### config.mk
export PLATFORM = sky130hd
export DESIGN_NAME = tcps_top
export DESIGN_NICKNAME = d
export VERILOG_FILES = /design/src/logic/tcps_pkg.sv /design/src/logic/tcps_top.sv
export SDC_FILE = /design/constraint.sdc
export NUM_CORES = 1
export LEC_CHECK = 0
export BUFFER_PORTS_ARGS = -buffer_cell sky130_fd_sc_hd__buf_2
export CAP_MARGIN = 0
export CORE_MARGIN = 8
export CORE_UTILIZATION = 50
export CTS_BUF_LIST = sky130_fd_sc_hd__clkbuf_4
export DETAILED_ROUTE_END_ITERATION = 12
export GPL_ROUTABILITY_DRIVEN = 0
export PLACE_DENSITY = 0.75
export SETUP_SLACK_MARGIN = 0.05
export SYNTH_ARGS = -nofsm -noshare
export SYNTH_HDL_FRONTEND = slang
export SYNTH_SLANG_ARGS = --single-unit
### constraint.sdc
create_clock -name clock -period 2.8 [get_ports clock]
set_input_delay 0.56 -clock clock [delete_from_list [all_inputs] [get_ports clock]]
set_output_delay 0.56 -clock clock [all_outputs]
set_load 0.02 [all_outputs]
### src/logic/tcps_pkg.sv
// tcps_pkg: constants, enums and structs for the type-c strap and status block
// assumes tri-level strap pins arrive already digitised as low/mid/high codes
//
// Operation
// RQ1: role strap high gives source, floating gives dual-role, low gives sink
// RQ2: role strap sampled on cc enable with 5 V present, and on soft reset; code samples on soft reset only while enabled
// RQ3: pin mode source advertises 900 mA, 1.5 A or 3 A; ignored as sink
// RQ4: address strap high gives 0x67, low gives 0x47, floating gives pin mode
// RQ5: serial mode drives shared pin as active-low register-change interrupt
// RQ6: pin mode drives shared pin low while audio accessory is attached
// RQ7: pin mode sink drives status a high for default current, else low
// RQ8: pin mode sink drives status b low only for high current
// RQ9: fault output pulled low on cable supply overcurrent
// RQ10: attach output pulled low when sink attached while acting as source
// RQ11: orientation reported on open-drain output needing external pull-up
// RQ12: mux runs while its enable is low, shut down while high
// RQ13: cc controller enabled only while its active-low enable is low
// RQ14: bus voltage sense marks attach in sink role
// RQ15: dual-role alternates source and sink until attach detected
// RQ16: orientation from terminated cc wire sets mux select after attach
// RQ17: strap values held latched between sampling events
package tcps_pkg;
	typedef enum logic [1:0] {TRI_LOW, TRI_MID, TRI_HIGH, TRI_BAD} tcps_tri_t;
	typedef enum logic [1:0] {ROLE_SRC, ROLE_DRP, ROLE_SNK} tcps_role_t;
	typedef enum logic [1:0] {CUR_DEF, CUR_MED, CUR_HIGH} tcps_cur_t;
	typedef enum logic [1:0] {ST_OFF, ST_UNATT_SRC, ST_UNATT_SNK, ST_ATTACHED} tcps_state_t;

	localparam logic [6:0] ADDR_STRAP_HIGH = 7'h67;
	localparam logic [6:0] ADDR_STRAP_LOW = 7'h47;
	localparam int TOGGLE_NS = 50000;
	localparam int CLK_NS = 5;
	localparam int TOGGLE_CYC = TOGGLE_NS / CLK_NS;
	localparam int TOGGLE_W = 14;

	typedef struct packed {
		tcps_role_t role;
		logic serial_mode;
		logic [6:0] dev_addr;
	} tcps_cfg_t;

	typedef struct packed {
		logic cc1_rd;
		logic cc2_rd;
		logic cc1_rp;
		logic cc2_rp;
		tcps_cur_t cur;
		logic audio;
	} tcps_cc_t;

	typedef struct packed {
		logic irq_or_audio_status_pin_oe;
		logic current_status_a_oe;
		logic current_status_b_oe;
		logic cable_supply_fault_n_oe;
		logic source_attach_n_oe;
		logic orient_oe;
	} tcps_od_t;
endpackage : tcps_pkg

### src/logic/tcps_top.sv
// tcps_top: strap latching, role toggling and open-drain status drive
// assumes cc comparator results and straps are synchronous to clock
`timescale 1ns/1ps
module tcps_top #(
	parameter int TOGGLE_CYCLES = tcps_pkg::TOGGLE_CYC
) (
	input wire logic clock,
	input wire logic rst,
	input wire tcps_pkg::tcps_tri_t role_strap,
	input wire tcps_pkg::tcps_tri_t addr_strap,
	input wire tcps_pkg::tcps_tri_t cur_strap,
	input wire logic cc_ctrl_enable_n,
	input wire logic mux_enable_n,
	input wire logic supply_5v,
	input wire logic soft_reset,
	input wire logic bus_voltage_sense,
	input wire tcps_pkg::tcps_cc_t cc_in,
	input wire logic cable_supply_overcurrent,
	input wire logic reg_change,
	input wire logic irq_clear,
	output tcps_pkg::tcps_od_t od_oe,
	output tcps_pkg::tcps_cfg_t cfg,
	output tcps_pkg::tcps_cur_t adv_current,
	output logic present_source,
	output logic cc_active,
	output logic mux_active,
	output logic mux_select,
	output logic attached
);
	import tcps_pkg::*;

	////////////////////////////////////////////////////////////////////////////
	function automatic tcps_role_t role_of(input tcps_tri_t t);
		case (t)
			TRI_HIGH: role_of = ROLE_SRC;
			TRI_LOW: role_of = ROLE_SNK;
			default: role_of = ROLE_DRP;
		endcase
	endfunction : role_of

	function automatic tcps_cur_t cur_of(input tcps_tri_t t);
		case (t)
			TRI_MID: cur_of = CUR_MED;
			TRI_HIGH: cur_of = CUR_HIGH;
			default: cur_of = CUR_DEF;
		endcase
	endfunction : cur_of

	////////////////////////////////////////////////////////////////////////////
	// strap sampling
	logic en_q;
	tcps_cfg_t cfg_q;
	tcps_cur_t cur_strap_q;
	tcps_cfg_t cfg_d;
	wire logic enabled = !cc_ctrl_enable_n && supply_5v;
	// RQ2: sample on enable, or on soft reset while enabled
	wire logic sample = (enabled && !en_q) || (enabled && soft_reset);
	// RQ1: role strap decode
	assign cfg_d.role = role_of(role_strap);
	// RQ4: address strap decode
	assign cfg_d.serial_mode = addr_strap != TRI_MID;
	assign cfg_d.dev_addr = addr_strap == TRI_HIGH ? ADDR_STRAP_HIGH :
		addr_strap == TRI_LOW ? ADDR_STRAP_LOW : 7'h00;

	always_ff @(posedge clock or posedge rst) begin
		if (rst) begin
			en_q <= 1'b0;
			cfg_q <= '{role: ROLE_DRP, serial_mode: 1'b0, dev_addr: 7'h00};
			cur_strap_q <= CUR_DEF;
		end else begin
			en_q <= enabled;
			// RQ17: hold until next sample
			if (sample) begin
				cfg_q <= cfg_d;
				cur_strap_q <= cur_of(cur_strap);
			end
		end
	end

	////////////////////////////////////////////////////////////////////////////
	// attach state machine
	tcps_state_t st_q;
	tcps_state_t st_d;
	logic [TOGGLE_W-1:0] tog_q;
	logic [TOGGLE_W-1:0] tog_d;
	logic orient_q;
	logic src_att_q;
	wire logic snk_seen = cc_in.cc1_rd || cc_in.cc2_rd;
	wire logic src_seen = (cc_in.cc1_rp || cc_in.cc2_rp) && bus_voltage_sense;
	wire logic tog_done = tog_q == TOGGLE_W'(TOGGLE_CYCLES - 1);
	wire logic is_drp = cfg_q.role == ROLE_DRP;
	wire tcps_state_t st_start = cfg_q.role == ROLE_SNK ? ST_UNATT_SNK : ST_UNATT_SRC;

	always_comb begin
		st_d = st_q;
		tog_d = tog_done ? '0 : tog_q + 1'b1;
		case (st_q)
			ST_OFF: begin
				tog_d = '0;
				if (en_q) begin
					st_d = st_start;
				end
			end
			ST_UNATT_SRC: begin
				if (snk_seen) begin
					st_d = ST_ATTACHED;
				// RQ15: toggle to sink
				end else if (is_drp && tog_done) begin
					st_d = ST_UNATT_SNK;
				end
			end
			ST_UNATT_SNK: begin
				// RQ14: vbus marks sink attach
				if (src_seen) begin
					st_d = ST_ATTACHED;
				// RQ15: toggle to source
				end else if (is_drp && tog_done) begin
					st_d = ST_UNATT_SRC;
				end
			end
			ST_ATTACHED: begin
				tog_d = '0;
				if (src_att_q ? !snk_seen : !bus_voltage_sense) begin
					st_d = st_start;
				end
			end
			default: st_d = ST_OFF;
		endcase
		if (!en_q || sample) begin
			st_d = ST_OFF;
		end
	end

	// RQ13: cc logic runs only when enabled
	always_ff @(posedge clock or posedge rst) begin
		if (rst) begin
			st_q <= ST_OFF;
			tog_q <= '0;
			orient_q <= 1'b0;
			src_att_q <= 1'b0;
		end else begin
			st_q <= st_d;
			tog_q <= tog_d;
			if (st_q != ST_ATTACHED && st_d == ST_ATTACHED) begin
				src_att_q <= st_q == ST_UNATT_SRC;
				// RQ16: orientation from cc wire
				orient_q <= st_q == ST_UNATT_SRC ? cc_in.cc2_rd : cc_in.cc2_rp;
			end
		end
	end

	////////////////////////////////////////////////////////////////////////////
	// status outputs
	logic irq_q;
	wire logic att = st_q == ST_ATTACHED;
	wire logic snk_att = att && !src_att_q;
	wire logic pin_mode = !cfg_q.serial_mode;
	// RQ5: interrupt set wins over clear
	wire logic irq_d = cfg_q.serial_mode && (reg_change || (irq_q && !irq_clear));

	always_ff @(posedge clock or posedge rst) begin
		if (rst) begin
			irq_q <= 1'b0;
			od_oe <= '0;
			cfg <= '{role: ROLE_DRP, serial_mode: 1'b0, dev_addr: 7'h00};
			adv_current <= CUR_DEF;
			present_source <= 1'b0;
			cc_active <= 1'b0;
			mux_active <= 1'b0;
			mux_select <= 1'b0;
			attached <= 1'b0;
		end else begin
			irq_q <= irq_d;
			// RQ5: serial mode interrupt
			// RQ6: pin mode audio status
			od_oe.irq_or_audio_status_pin_oe <= cfg_q.serial_mode ? irq_d :
				(en_q && cc_in.audio);
			// RQ7: status a low unless default
			od_oe.current_status_a_oe <= pin_mode && snk_att && cc_in.cur != CUR_DEF;
			// RQ8: status b low for high
			od_oe.current_status_b_oe <= pin_mode && snk_att && cc_in.cur == CUR_HIGH;
			// RQ9: fault pulled low
			od_oe.cable_supply_fault_n_oe <= cable_supply_overcurrent;
			// RQ10: source attach pulled low
			od_oe.source_attach_n_oe <= att && src_att_q;
			// RQ11: orientation open drain
			od_oe.orient_oe <= att && !orient_q;
			cfg <= cfg_q;
			// RQ3: current advert for source and dual-role, not sink
			adv_current <= (pin_mode && cfg_q.role != ROLE_SNK) ? cur_strap_q : CUR_DEF;
			present_source <= st_q == ST_UNATT_SRC || (att && src_att_q);
			cc_active <= en_q;
			// RQ12: mux enable low runs
			mux_active <= !mux_enable_n;
			mux_select <= orient_q;
			attached <= att;
		end
	end
endmodule : tcps_top

Yosys cells after proc, flatten, opt, wreduce, memory -nomap -nowiden

Cells that the tools add are included.
Widths: inputs -> output; s select.

Add/sub/neg operators: 1
Multiply operators: 0
Mux-type cells: 19
Reduce and logical (&&, ||, !) cells: 36
Equality and inequality tests: 15
Divide/modulo/power cells: 0
Shifts and indexed selects: 0
Bitwise operators: 0
Magnitude comparators: 0

Operators with widths:

| kind                  | number |
|---|---|
| $mux 14               | 2 |
| $mux 2                | 9 |
| $eq 2x2->1 const B    | 8 |
| $logic_and 1x1->1     | 16 |
| $add 14x1->14 const B | 1 |
| $eq 14x14->1 const B  | 1 |
| $mux 7                | 2 |
| $logic_not 1->1       | 9 |
| $pmux 2 s2            | 2 |
| $pmux 2 s4            | 1 |
| $eq 2x1->1 const B    | 3 |
| $logic_not 2->1       | 3 |
| $logic_or 1x1->1      | 6 |
| $ne 2x2->1 const B    | 2 |
| $mux 1                | 3 |
| $ne 2x1->1 const B    | 1 |
| $reduce_bool 2->1     | 1 |
| $reduce_or 2->1       | 1 |

Output and inout bits: 23
Input port bits: 23
Word-level logic and storage cells: 96
Register bits: 55
Bits in latches: 0
ROM bits: 0
Memories: 0
Memory bits (writable): 0

Longest topological paths before layout

Gate-level depths: netlist of the first run.

Word-level depth: 8
Mapped depth: 7
Depth with buffers taken out: 7

Worst setup path before layout of the first run

Ideal clock, no wire load.

Path type: register to register
From: register tog_q[6]
To: register orient_q
Data arrival time: 2.344 ns
Setup time: 0.128 ns
Path slack: 0.328 ns
Clock period less this slack: 2.472 ns
Cell stages (with the launch flop): 7
Buffers on the path: 0
Required time: 2.672 ns
Cell sequence: dfrtp_1 -> or4b_1 -> or4_4 -> a21boi_0 -> o2111ai_2 -> a22oi_2 -> mux2_1

Word-level cells in the longest chain between the ends: 8
Elaborated cells between the ends (all ways): 10
Those cells by class: eq/ne (2); mux (6); reduce/logical (2)

Ends and longest elaborated chain:

| what                             | RTL line                         | text |
|---|---|---|
| start: declaration               | tcps_top.sv:84                   | `logic [TOGGLE_W-1:0] tog_q;` |
| start signal: assignment         | tcps_top.sv:143                  | `tog_q <= tog_d;` |
| $eq 14x14->1 *                   | tcps_top.sv:90                   | `wire logic tog_done = tog_q == TOGGLE_W'(TOGGLE_CYCLES - 1);` |
| $logic_and 1x1->1 *              | tcps_top.sv:108, tcps_top.sv:117 |  |
| $mux 2, on equally long branches | tcps_top.sv:117, tcps_top.sv:108 |  |
| $mux 2, on equally long branches | tcps_top.sv:114, tcps_top.sv:105 |  |
| $pmux 2 s4 *                     | tcps_top.sv:97                   | `case (st_q)` |
| $mux 2 *                         | tcps_top.sv:129                  | `if (!en_q \|\| sample) begin` |
| $eq 2x2->1 *                     | tcps_top.sv:144                  | `if (st_q != ST_ATTACHED && st_d == ST_ATTACHED) begin` |
| $logic_and 1x1->1 *              | tcps_top.sv:144                  |  |
| end signal: assignment           | tcps_top.sv:147                  | `orient_q <= st_q == ST_UNATT_SRC ? cc_in.cc2_rd : cc_in.cc2_rp;` |
| end: declaration                 | tcps_top.sv:86                   | `logic orient_q;` |

Every way passes the cells marked *; elsewhere a longest branch is shown, timed or not.
A chain may end at the register's enable or synchronous reset.

Worst setup path in the final report of the first run

From: register tog_q[6]
To: register src_att_q

Word-level cells in the longest chain between the ends: 8
Elaborated cells between the ends (all ways): 10
Those cells by class: eq/ne (2); mux (6); reduce/logical (2)

Ends and longest elaborated chain:

| what                             | RTL line                         | text |
|---|---|---|
| $eq 14x14->1 *                   | tcps_top.sv:90                   |  |
| $logic_and 1x1->1 *              | tcps_top.sv:108, tcps_top.sv:117 |  |
| $mux 2, on equally long branches | tcps_top.sv:117, tcps_top.sv:108 |  |
| $mux 2, on equally long branches | tcps_top.sv:114, tcps_top.sv:105 |  |
| $pmux 2 s4 *                     | tcps_top.sv:97                   |  |
| $mux 2 *                         | tcps_top.sv:129                  |  |
| $eq 2x2->1 *                     | tcps_top.sv:144                  |  |
| $logic_and 1x1->1 *              | tcps_top.sv:144                  |  |
| end signal: assignment           | tcps_top.sv:140                  | `src_att_q <= 1'b0;` |
| end signal: assignment           | tcps_top.sv:145                  | `src_att_q <= st_q == ST_UNATT_SRC;` |
| end: declaration                 | tcps_top.sv:87                   | `logic src_att_q;` |

Marked as above.

==> flow_metrics.py, run 1 <==
metrics = {
    "grt": {
        "gr-usage-all-layers_pct": 12.50,
        "grt_first_pass_wirelength_mm": 6.292,
        "grt_overflow_total": 0,
        "grt_max_degree": 24,
        "grt_pass1_vias": 1375,
        "antenna_found_initial": 0,
    },
    "finish": {
        "nets": 253,
        "diodes": 0,
        "drive_gt1_share_pct": 29.20,
        "layout.cells.non_filler": 276,
        "area_growth_pct": 15.96,
    },
    "power": {
        "p_leak_nw": 1.131,
        "powerDensity_nw_per_um2": 543.5,
        "p_sw_uw": 363.1,
        "power_frac_seq_pct": 59.1,
        "peakVddDrop_v": 0.0003159,
        "swShare_pct": 29.05,
        "p_clk_share_pct": 23.0,
        "internal_power_uw": 886.9,
        "p_comb_share_pct": 17.9,
    },
    "worst_setup_path": {
        "cp-start-kind": "flip-flop",
        "endpoint_kind": "flip-flop",
        "crit_type": "flip-flop to flip-flop",
        "critPathRequiredTime_ns": 3.04,
        "critPathMaxFanout": 4,
        "critPathArrivalTime_ns": 2.82,
    },
    "clock_tree": {
        "cts_made_buffers": 5,
        "cts_sinks": 45,
        "cts.reportedPaths.clkPinSlew_ns": 0.12,
        "htree_levels": 2,
        "cts_tree": "yes",
        "clock_path_buffers": 2,
        "cts_setup_buffers": 0,
        "clock_latency_ns": 0.35,
        "root_buffer": "clkbuf_4",
        "postCtsHoldBufs": 0,
    },
    "yosys": {
        "synth_ff_type": "dfrtp_1",
        "post_synth.cell_area_avg_sq_um": 11.20,
        "ys_ff_latch": 45,
        "synth.largest_area_cell": "dfrtp_1",
        "synth_cell_types": 44,
        "ys_seq_area_share_pct": 56.91,
        "synth_cells": 177,
        "synth-edff-count": 0,
        "async_flop_share_pct": 100.0,
        "yosys_warnings": 0,
        "netlist_top_cells_count": "dfrtp_1, nor2_1, nand2_1, o21ai_0, xnor2_1",
        "synth_top_area_share_pct": 54.26,
        "synthTopCellsByArea": "dfrtp_1, nor2_1, xnor2_1",
        "syn_area_sq_um": 1983,
        "post-synth-top-count-cell": "dfrtp_1",
    },
    "floorplanning": {
        "fp-row-count": 23,
        "die_w_um": 78.98,
        "start_util_pct": 50.67,
        "pin_count": 46,
        "core_sq_um": 3914,
        "die_h_um": 78.98,
        "die-area_sq_um": 6238,
    },
    "routing": {
        "routedWlPerCell_um": 13.26,
        "drtAntennaViolNets": 0,
        "wl_mm": 3.659,
        "drt_iter0_drc": 81,
        "drc": 0,
        "num_vias": 1362,
        "viasPerCell": 4.935,
        "first_pass_iters": 4,
    },
    "timing": {
        "final-setup-viol-count": 0,
        "relSlewSlack_pct": 19.32,
        "hold_viol_final": 0,
        "fin_crit_ns": 2.574,
        "fin_skew_ns": 0.004086,
        "maxSlewViolCount": 0,
        "worst_slew_pin_slew_ns": 1.198,
        "fmax_mhz": 388.5,
        "timing.hold.ws_ns": 0.2442,
        "fin_setup_tns_ns": 0,
        "rsz0062_at_grt": "no",
        "period_share_pct": 91.93,
    },
    "placement": {
        "place_inst": 268,
        "io_buffers": 43,
        "hpwl_mm": 2.861,
    },
    "worst_hold_path": {
        "hold_class": "input port to async pin",
    },
    "run": {
        "cap_violations": 0,
    },
    "run_status": {
        "status": "complete, no violations",
    },
}
==> final cells by class <==
cell class                      instances  area [sq um]
Timing Repair Buffer                   47         245.2
Multi-Input combinational cell        119         787.0
Fill cell                             345          1614
Inverter                                7         26.28
Sequential cell                        45          1129
Tap cell                               50         62.56
Clock inverter                          3         12.51
Clock buffer                            5         37.54
==> through the flow <==
stage / worst slack [ns] / power (mW) / utilization (%) / instance area [sq um]
CTS: 0.1808 / 1.267 / 58.76 / 2300
finish: 0.2259 / 1.250 / 58.76 / 2300
detailed placement: 0.1949 / 0.9821 / 57.48 / 2250
global placement: 0.2572 / 0.9774 / 57.48 / 2250
global route: 0.09490 / 1.316 / 58.76 / 2300
floorplan: 0.3282 / 0.9031 / - / 1987
==> per-layer routing <==
metal	vias up	GRT usage [%]	wire length [um]
li1	686	-	-
met1	629	14.98	1531
met2	42	19.06	1752
met3	5	5.079	323
met4	0	6.111	51
met5	-	0	0
==> worst max-delay path: stages (launching register included) <==
cell and delay, ns:
dfrtp_1 0.43, or4b_1 0.55, or4_4 0.55, a21boi_1 0.17
o2111ai_2 0.14, a22oi_2 0.28, mux2_1 0.34
==> power by group through the flow <==
stage                     Sequential, mW  Clock [mW]  Combinational, mW
after floorplan                    0.782           0              0.122
after global placement             0.751           0              0.226
after detailed placement           0.753           0              0.229
after CTS                          0.740       0.298              0.229
after global routing               0.747       0.318              0.251
final                              0.739       0.287              0.224
==> path summary, 6_finish.rpt <==
check,from,endpoint,slack (ns),depth (start not counted)
min in group clock,cable_supply_overcurrent,od_oe[2],0.31,1
setup / recovery,tog_q[6],src_att_q,0.23,6
setup reg to reg,tog_q[6],src_att_q,0.23,6
hold / removal,rst,cfg_q[5],0.24,2
hold reg to reg,cfg_q[5],cfg[5],0.39,0
max in group asynchronous,rst,cfg[8],1.80,3
==> sequential cells by signal, summed over array words and instances, names as in the netlist <==
| register | cells |
|---|---|
| cfg_q | 5 |
| irq_q | 1 |
| present_source | 1 |
| mux_active | 1 |
| cfg | 5 |
| src_att_q | 1 |
| attached | 1 |
| cur_strap_q | 2 |
| orient_q | 1 |
| adv_current | 2 |
| cc_active | 1 |
| od_oe | 6 |
| mux_select | 1 |
| st_q | 2 |
| tog_q | 14 |
| en_q | 1 |
==> cells by family after synthesis <==
group / Yosys count / share of synthesized area [%]
muxes: 4 / 2.271
other: 1 / 0.1891
and+or+nand+nor: 72 / 19.94
AOI/OAI and AO/OA: 24 / 8.644
adders and majority gates: 5 / 3.155
DFF: 45 / 56.91
xor gates and xnor gates: 12 / 5.300
buffers and inverters: 14 / 3.597
==> timing repair <==
action	CTS	global route
setup endpoints to repair	0	2
endpoints found under the hold margin	0	0
resized for setup	0	1
==> layout by cell type, fill, tap and decap left out, drive strengths merged, types with 5 or more instances in the layout <==
cell	count
and3	7
buf	47
clkbuf	5
dfrtp	43
ha	5
inv	6
nand2	12
nand2b	5
nor2	20
nor2b	7
o21ai	8
xnor2	8
No activity file was read; power rests on OpenSTA's default activity.
==> run 2: changes to the inputs <==
--- a/config.mk
+++ b/config.mk
@@ -9,7 +9,7 @@
 export CAP_MARGIN = 0
 export CORE_MARGIN = 8
 export CORE_UTILIZATION = 50
-export CTS_BUF_LIST = sky130_fd_sc_hd__clkbuf_4
+export CTS_BUF_LIST = sky130_fd_sc_hd__clkbuf_4 sky130_fd_sc_hd__clkbuf_8 sky130_fd_sc_hd__clkbuf_16
 export DETAILED_ROUTE_END_ITERATION = 12
 export GPL_ROUTABILITY_DRIVEN = 0
 export PLACE_DENSITY = 0.75
==> run 2 against run 1 <==
Critical path depth stayed put. Clock power grew 50%. Worst setup slack improved by 0.0088 ns. Clock skew barely moved.
==> flow_metrics.py, run 2 (synthesis results as in run 1) <==
metrics = {
    "floorplanning": {
        "die_h_um": 78.98,
        "core_sq_um": 3914,
        "pin_count": 46,
        "die_w_um": 78.98,
        "fp-row-count": 23,
        "start_util_pct": 50.67,
        "die-area_sq_um": 6238,
    },
    "grt": {
        "grt_overflow_total": 0,
        "gr-usage-all-layers_pct": 12.74,
        "grt_max_degree": 24,
        "grt_first_pass_wirelength_mm": 6.313,
        "antenna_found_initial": 0,
        "grt_pass1_vias": 1353,
    },
    "finish": {
        "nets": 253,
        "top_regs": "tog_q (14), od_oe (6)",
        "n_fill_cell": 343,
        "regMostFlops": "tog_q",
        "most-common-layout-cells": "dfrtp_1, buf_2, nor2_1",
        "diodes": 0,
        "area_growth_pct": 18.55,
        "drive_gt1_share_pct": 30.09,
        "largest_register_ffs": 14,
    },
    "power": {
        "p_leak_nw": 1.155,
        "p_comb_share_pct": 16.1,
        "p_sw_uw": 375.9,
        "power_frac_seq_pct": 53.0,
        "powerDensity_nw_per_um2": 593.2,
        "peakVddDrop_v": 0.0003391,
        "swShare_pct": 26.95,
        "internal_power_mw": 1.019,
        "p_total_mw": 1.395,
        "p_clk_share_pct": 30.9,
    },
    "routing": {
        "drtAntennaViolNets": 0,
        "drc": 0,
        "num_vias": 1358,
        "viasPerCell": 4.920,
        "routedWlPerCell_um": 13.38,
        "highest_layer": "met4",
        "drt_iter0_drc": 90,
        "first_pass_iters": 4,
        "met1_length_mm": 1.575,
        "wl_mm": 3.693,
        "met2_wirelength_mm": 1.731,
        "met3_length_um": 323,
    },
    "worst_setup_path": {
        "endpoint_kind": "flip-flop",
        "cp-start-kind": "flip-flop",
        "cp_slowest_cell": "or4b_1",
        "crit_type": "flip-flop to flip-flop",
        "path_cells": "or4b_1, or4_4, a31o_1, o2111ai_2, a22oi_2, mux2_1",
        "critPathMaxFanout": 4,
        "critPathRequiredTime_ns": 2.98,
        "path_buf_inv": 0,
        "critPathArrivalTime_ns": 2.75,
        "critPathTopFamily": "simple AND/OR/NAND/NOR gates",
        "max_stage_delay_ns": 0.55,
    },
    "clock_tree": {
        "clock_latency_ns": 0.29,
        "htree_levels": 2,
        "cts_tree": "yes",
        "cts_sinks": 45,
        "postCtsHoldBufs": 0,
        "cts_setup_buffers": 0,
        "cts_made_buffers": 5,
        "cts.reportedPaths.clkPinSlew_ns": 0.08,
        "root_buffer": "clkbuf_8",
        "clock_path_buffers": 2,
    },
    "timing": {
        "fmax_mhz": 389.8,
        "worst_slew_pin_slew_ns": 1.200,
        "rsz0062_at_grt": "no",
        "fin_skew_ns": 0.004454,
        "fin_setup_tns_ns": 0,
        "hold_viol_final": 0,
        "maxSlewViolCount": 0,
        "period_share_pct": 91.62,
        "finalWorstSetupSlack_ns": 0.2347,
        "final-setup-viol-count": 0,
        "fin_crit_ns": 2.565,
        "relSlewSlack_pct": 19.14,
    },
    "run_status": {
        "status": "complete, no violations",
    },
    "worst_hold_path": {
        "hold_class": "input port to async pin",
    },
    "run": {
        "cap_violations": 0,
    },
    "placement": {
        "post-place-ws_ns": 0.1949,
        "hpwl_mm": 2.861,
        "io_buffers": 43,
    },
}
## run 2: cell count changes in the layout (fill, tap and decap cells not counted), sizes merged
| cell | delta |
|---|---|
| clkinv | -2 |
| clkbuf | +2 |
## run 2: power groups by stage
stage	Sequential, mW	Combinational [mW]	Clock (mW)
2_1_floorplan	0.782	0.122	0
3_3_place_gp	0.751	0.226	0
3_5_place_dp	0.753	0.229	0
4_1_cts	0.740	0.229	0.442
5_1_grt	0.748	0.251	0.467
6_report	0.739	0.224	0.431
## run 2: routing by layer
layer / vias up / global-route usage, %
met3: 5 / 5.756
met2: 38 / 19.06
met5: - / 0
met4: 0 / 6.111
met1: 628 / 15.26
li1: 687 / -
## run 2: area by class of cell
type                       count  area [sq um]  area share (%)
clock inverter                 1         5.005          0.2129
multi-input combinational    119         787.0           33.48
sequential                    45          1129           48.00
tap                           50         62.56           2.661
clock buffer                   7         96.34           4.098
inverter                       7         26.28           1.118
timing repair buffer          47         245.2           10.43
## run 2: through the flow
step | util, % | instances | hold WS, ns | cell area, sq um
6_report | 60.07 | 276 | 0.3082 | 2351
4_1_cts | 60.07 | 276 | 0.3261 | 2351
2_1_floorplan | - | 178 | 0.3535 | 1987
3_3_place_gp | 57.48 | 268 | 0.3581 | 2250
5_1_grt | 60.07 | 276 | 0.3521 | 2351
3_5_place_dp | 57.48 | 268 | 0.3643 | 2250
## run 2: final timing paths
path,slack [ns],startpoint,endpoint,cells after the start
min,0.31,rst,cfg_q[5],2
min in group clock,0.37,cable_supply_overcurrent,od_oe[2],1
max,0.23,tog_q[6],orient_q,6
max in group asynchronous,1.74,rst,cfg[8],3
min reg2reg,0.38,cfg_q[5],cfg[5],0
max reg2reg,0.23,tog_q[6],orient_q,6
## run 2: timing repair
| item | CTS | global route |
|---|---|---|
| gates resized for setup | 0 | 1 |
| hold endpoints to repair | 0 | 0 |
| endpoints found under the setup margin | 0 | 2 |
==> run 3: changes to the inputs <==
--- a/config.mk
+++ b/config.mk
@@ -7,12 +7,14 @@
 export LEC_CHECK = 0
 export BUFFER_PORTS_ARGS = -buffer_cell sky130_fd_sc_hd__buf_2
 export CAP_MARGIN = 0
+export CELL_PAD_IN_SITES_DETAIL_PLACEMENT = 0
+export CELL_PAD_IN_SITES_GLOBAL_PLACEMENT = 1
 export CORE_MARGIN = 8
-export CORE_UTILIZATION = 50
+export CORE_UTILIZATION = 41
 export CTS_BUF_LIST = sky130_fd_sc_hd__clkbuf_4 sky130_fd_sc_hd__clkbuf_8 sky130_fd_sc_hd__clkbuf_16
 export DETAILED_ROUTE_END_ITERATION = 12
 export GPL_ROUTABILITY_DRIVEN = 0
-export PLACE_DENSITY = 0.75
+export PLACE_DENSITY_LB_ADDON = 0.1
 export SETUP_SLACK_MARGIN = 0.05
 export SYNTH_ARGS = -nofsm -noshare
 export SYNTH_HDL_FRONTEND = slang
==> run 3 against run 2 <==
Sequential share of layout area down 0.23 points. Combinational power shrank 2%. Design area grew 0.48%. Non-clock buffer count fell by 1. Worst setup slack lost 0.035 ns. Clock-buffer cell count shrank 1. Sequential power up 0.5%. Register-to-register slack got worse by 0.03 ns. Core utilization decreased by 9.7 points. Routed wire length grew 3.8%. Die area up 17%. Total power rose by 3.8%.
==> flow_metrics.py, run 3 (synthesis results as in run 1) <==
metrics = {
    "clock_tree": {
        "clock_path_buffers": 2,
        "root_buffer": "clkbuf_8",
        "cts_made_buffers": 5,
        "cts_tree": "yes",
        "clock_latency_ns": 0.29,
        "htree_levels": 2,
        "postCtsHoldBufs": 0,
        "cts_sinks": 45,
        "cts_resized": 0,
        "cts.reportedPaths.clkPinSlew_ns": 0.08,
        "cts_setup_buffers": 0,
    },
    "floorplanning": {
        "fp-row-count": 25,
        "core_sq_um": 4692,
        "die_w_um": 85.55,
        "pin_count": 46,
        "die_h_um": 85.55,
        "start_util_pct": 42.27,
        "die-area_sq_um": 7319,
    },
    "timing": {
        "rsz0062_at_grt": "no",
        "maxSlewViolCount": 0,
        "hold_viol_final": 0,
        "timing.hold.ws_ns": 0.3682,
        "period_share_pct": 92.85,
        "fin_setup_tns_ns": 0,
        "fin_crit_ns": 2.600,
        "fin_skew_ns": 0.005831,
        "worst_slew_pin_slew_ns": 1.199,
        "relSlewSlack_pct": 19.20,
        "fmax_mhz": 384.6,
        "final-setup-viol-count": 0,
    },
    "worst_setup_path": {
        "cp-startpoint": "tog_q[6]",
        "cp-start-kind": "flip-flop",
        "path_cells": "or4b_1, or4_4, a21boi_0, o2111ai_2, a22oi_2, mux2_1",
        "critPathRequiredTime_ns": 2.98,
        "critPathArrivalTime_ns": 2.78,
        "endpoint_kind": "flip-flop",
        "critPathMaxFanout": 4,
        "max_stage_delay_ns": 0.56,
        "cp_slowest_cell": "or4b_1",
        "critPathTopFamily": "simple AND/OR/NAND/NOR gates",
        "crit_type": "flip-flop to flip-flop",
        "r2r_start": "tog_q[6]",
        "path_buf_inv": 0,
        "r2r_slack_ns": 0.20,
    },
    "routing": {
        "first_pass_iters": 4,
        "drc": 0,
        "routedWlPerCell_um": 13.75,
        "viasPerCell": 4.993,
        "wl_mm": 3.835,
        "drt_iter0_drc": 56,
        "drtAntennaViolNets": 0,
        "num_vias": 1393,
    },
    "run_status": {
        "status": "complete, no violations",
    },
    "finish": {
        "final_util_pct": 50.35,
        "nets": 252,
        "largest_register_ffs": 14,
        "drive_gt1_share_pct": 29.78,
        "regMostFlops": "tog_q",
        "most-common-layout-cells": "dfrtp_1, buf_2, nor2_1",
        "top_regs": "tog_q (14), od_oe (6)",
        "n_fill_cell": 439,
        "area_growth_pct": 19.12,
        "diodes": 0,
    },
    "worst_hold_path": {
        "hp-start": "cable_supply_overcurrent",
        "hold_class": "input port to flip-flop",
    },
    "power": {
        "powerDensity_nw_per_um2": 612.7,
        "peakVddDrop_v": 0.0002782,
        "p_leak_nw": 1.157,
    },
    "grt": {
        "gr-usage-all-layers_pct": 11.35,
        "grt_max_degree": 46,
        "grt_pass1_vias": 1486,
        "antenna_found_initial": 0,
        "grt_first_pass_wirelength_mm": 6.693,
        "grt_overflow_total": 0,
    },
    "run": {
        "cap_violations": 0,
    },
    "placement": {
        "hpwl_mm": 2.932,
        "io_buffers": 43,
    },
}
run 3: cell count changes in the layout (fill, tap and decap cells not counted):
cell	change
clkinv_2	-1
clkbuf_4	+1
clkinv_1	-1
clkinv_4	+1
a21boi_1	-1
buf_4	-1
inv_1	+1
a21boi_0	+1
clkbuf_8	-2
bufinv_16	+1
run 3: worst paths after layout:
check / endpoint / cells past startpoint
hold reg to reg: cfg[2] / 0
max in group asynchronous: mux_select / 3
hold / removal: od_oe[2] / 1
setup reg to reg: orient_q / 6
setup / recovery: orient_q / 6
min in group asynchronous: cfg_q[7] / 3
run 3: metrics by stage:
step	area (sq um)	worst slack [ns]	total power, mW	cells
2_1_floorplan	1987	0.3282	0.9031	178
3_3_place_gp	2247	0.2551	0.9754	271
3_5_place_dp	2247	0.1970	0.9814	271
4_1_cts	2362	0.1893	1.475	279
5_1_grt	2362	0.1012	1.529	279
6_report	2362	0.2001	1.447	279
run 3: report_power, final:
group          internal (mW)  switching, mW  total, mW  leakage (nW)
Sequential             0.708         0.0345      0.743         0.595
Clock                  0.277          0.207      0.484        0.0588
Combinational         0.0856          0.135      0.220         0.504
Total                   1.07          0.376       1.45          1.16
run 3: area by class of cell:
| cell class | instances | area [sq um] | share of cell area (%) |
|---|---|---|---|
| well taps | 54 | 67.56 | 2.860 |
| multi-input cells | 119 | 787.0 | 33.32 |
| clock inverters | 2 | 38.79 | 1.642 |
| clock buffers | 6 | 76.32 | 3.231 |
| inverters | 7 | 26.28 | 1.112 |
| flip-flops and latches | 45 | 1129 | 47.78 |
| repair buffers | 46 | 237.7 | 10.06 |
run 3: routing by layer:
| layer | vias to the layer above | share of wire, % | global-route usage [%] |
|---|---|---|---|
| met1 | 663 | 42 | 12.52 |
| met5 | - | 0 | 0 |
| met3 | 8 | 5.3 | 3.820 |
| met2 | 32 | 51 | 19.68 |
| li1 | 690 | - | - |
| met4 | 0 | 1.5 | 4.299 |
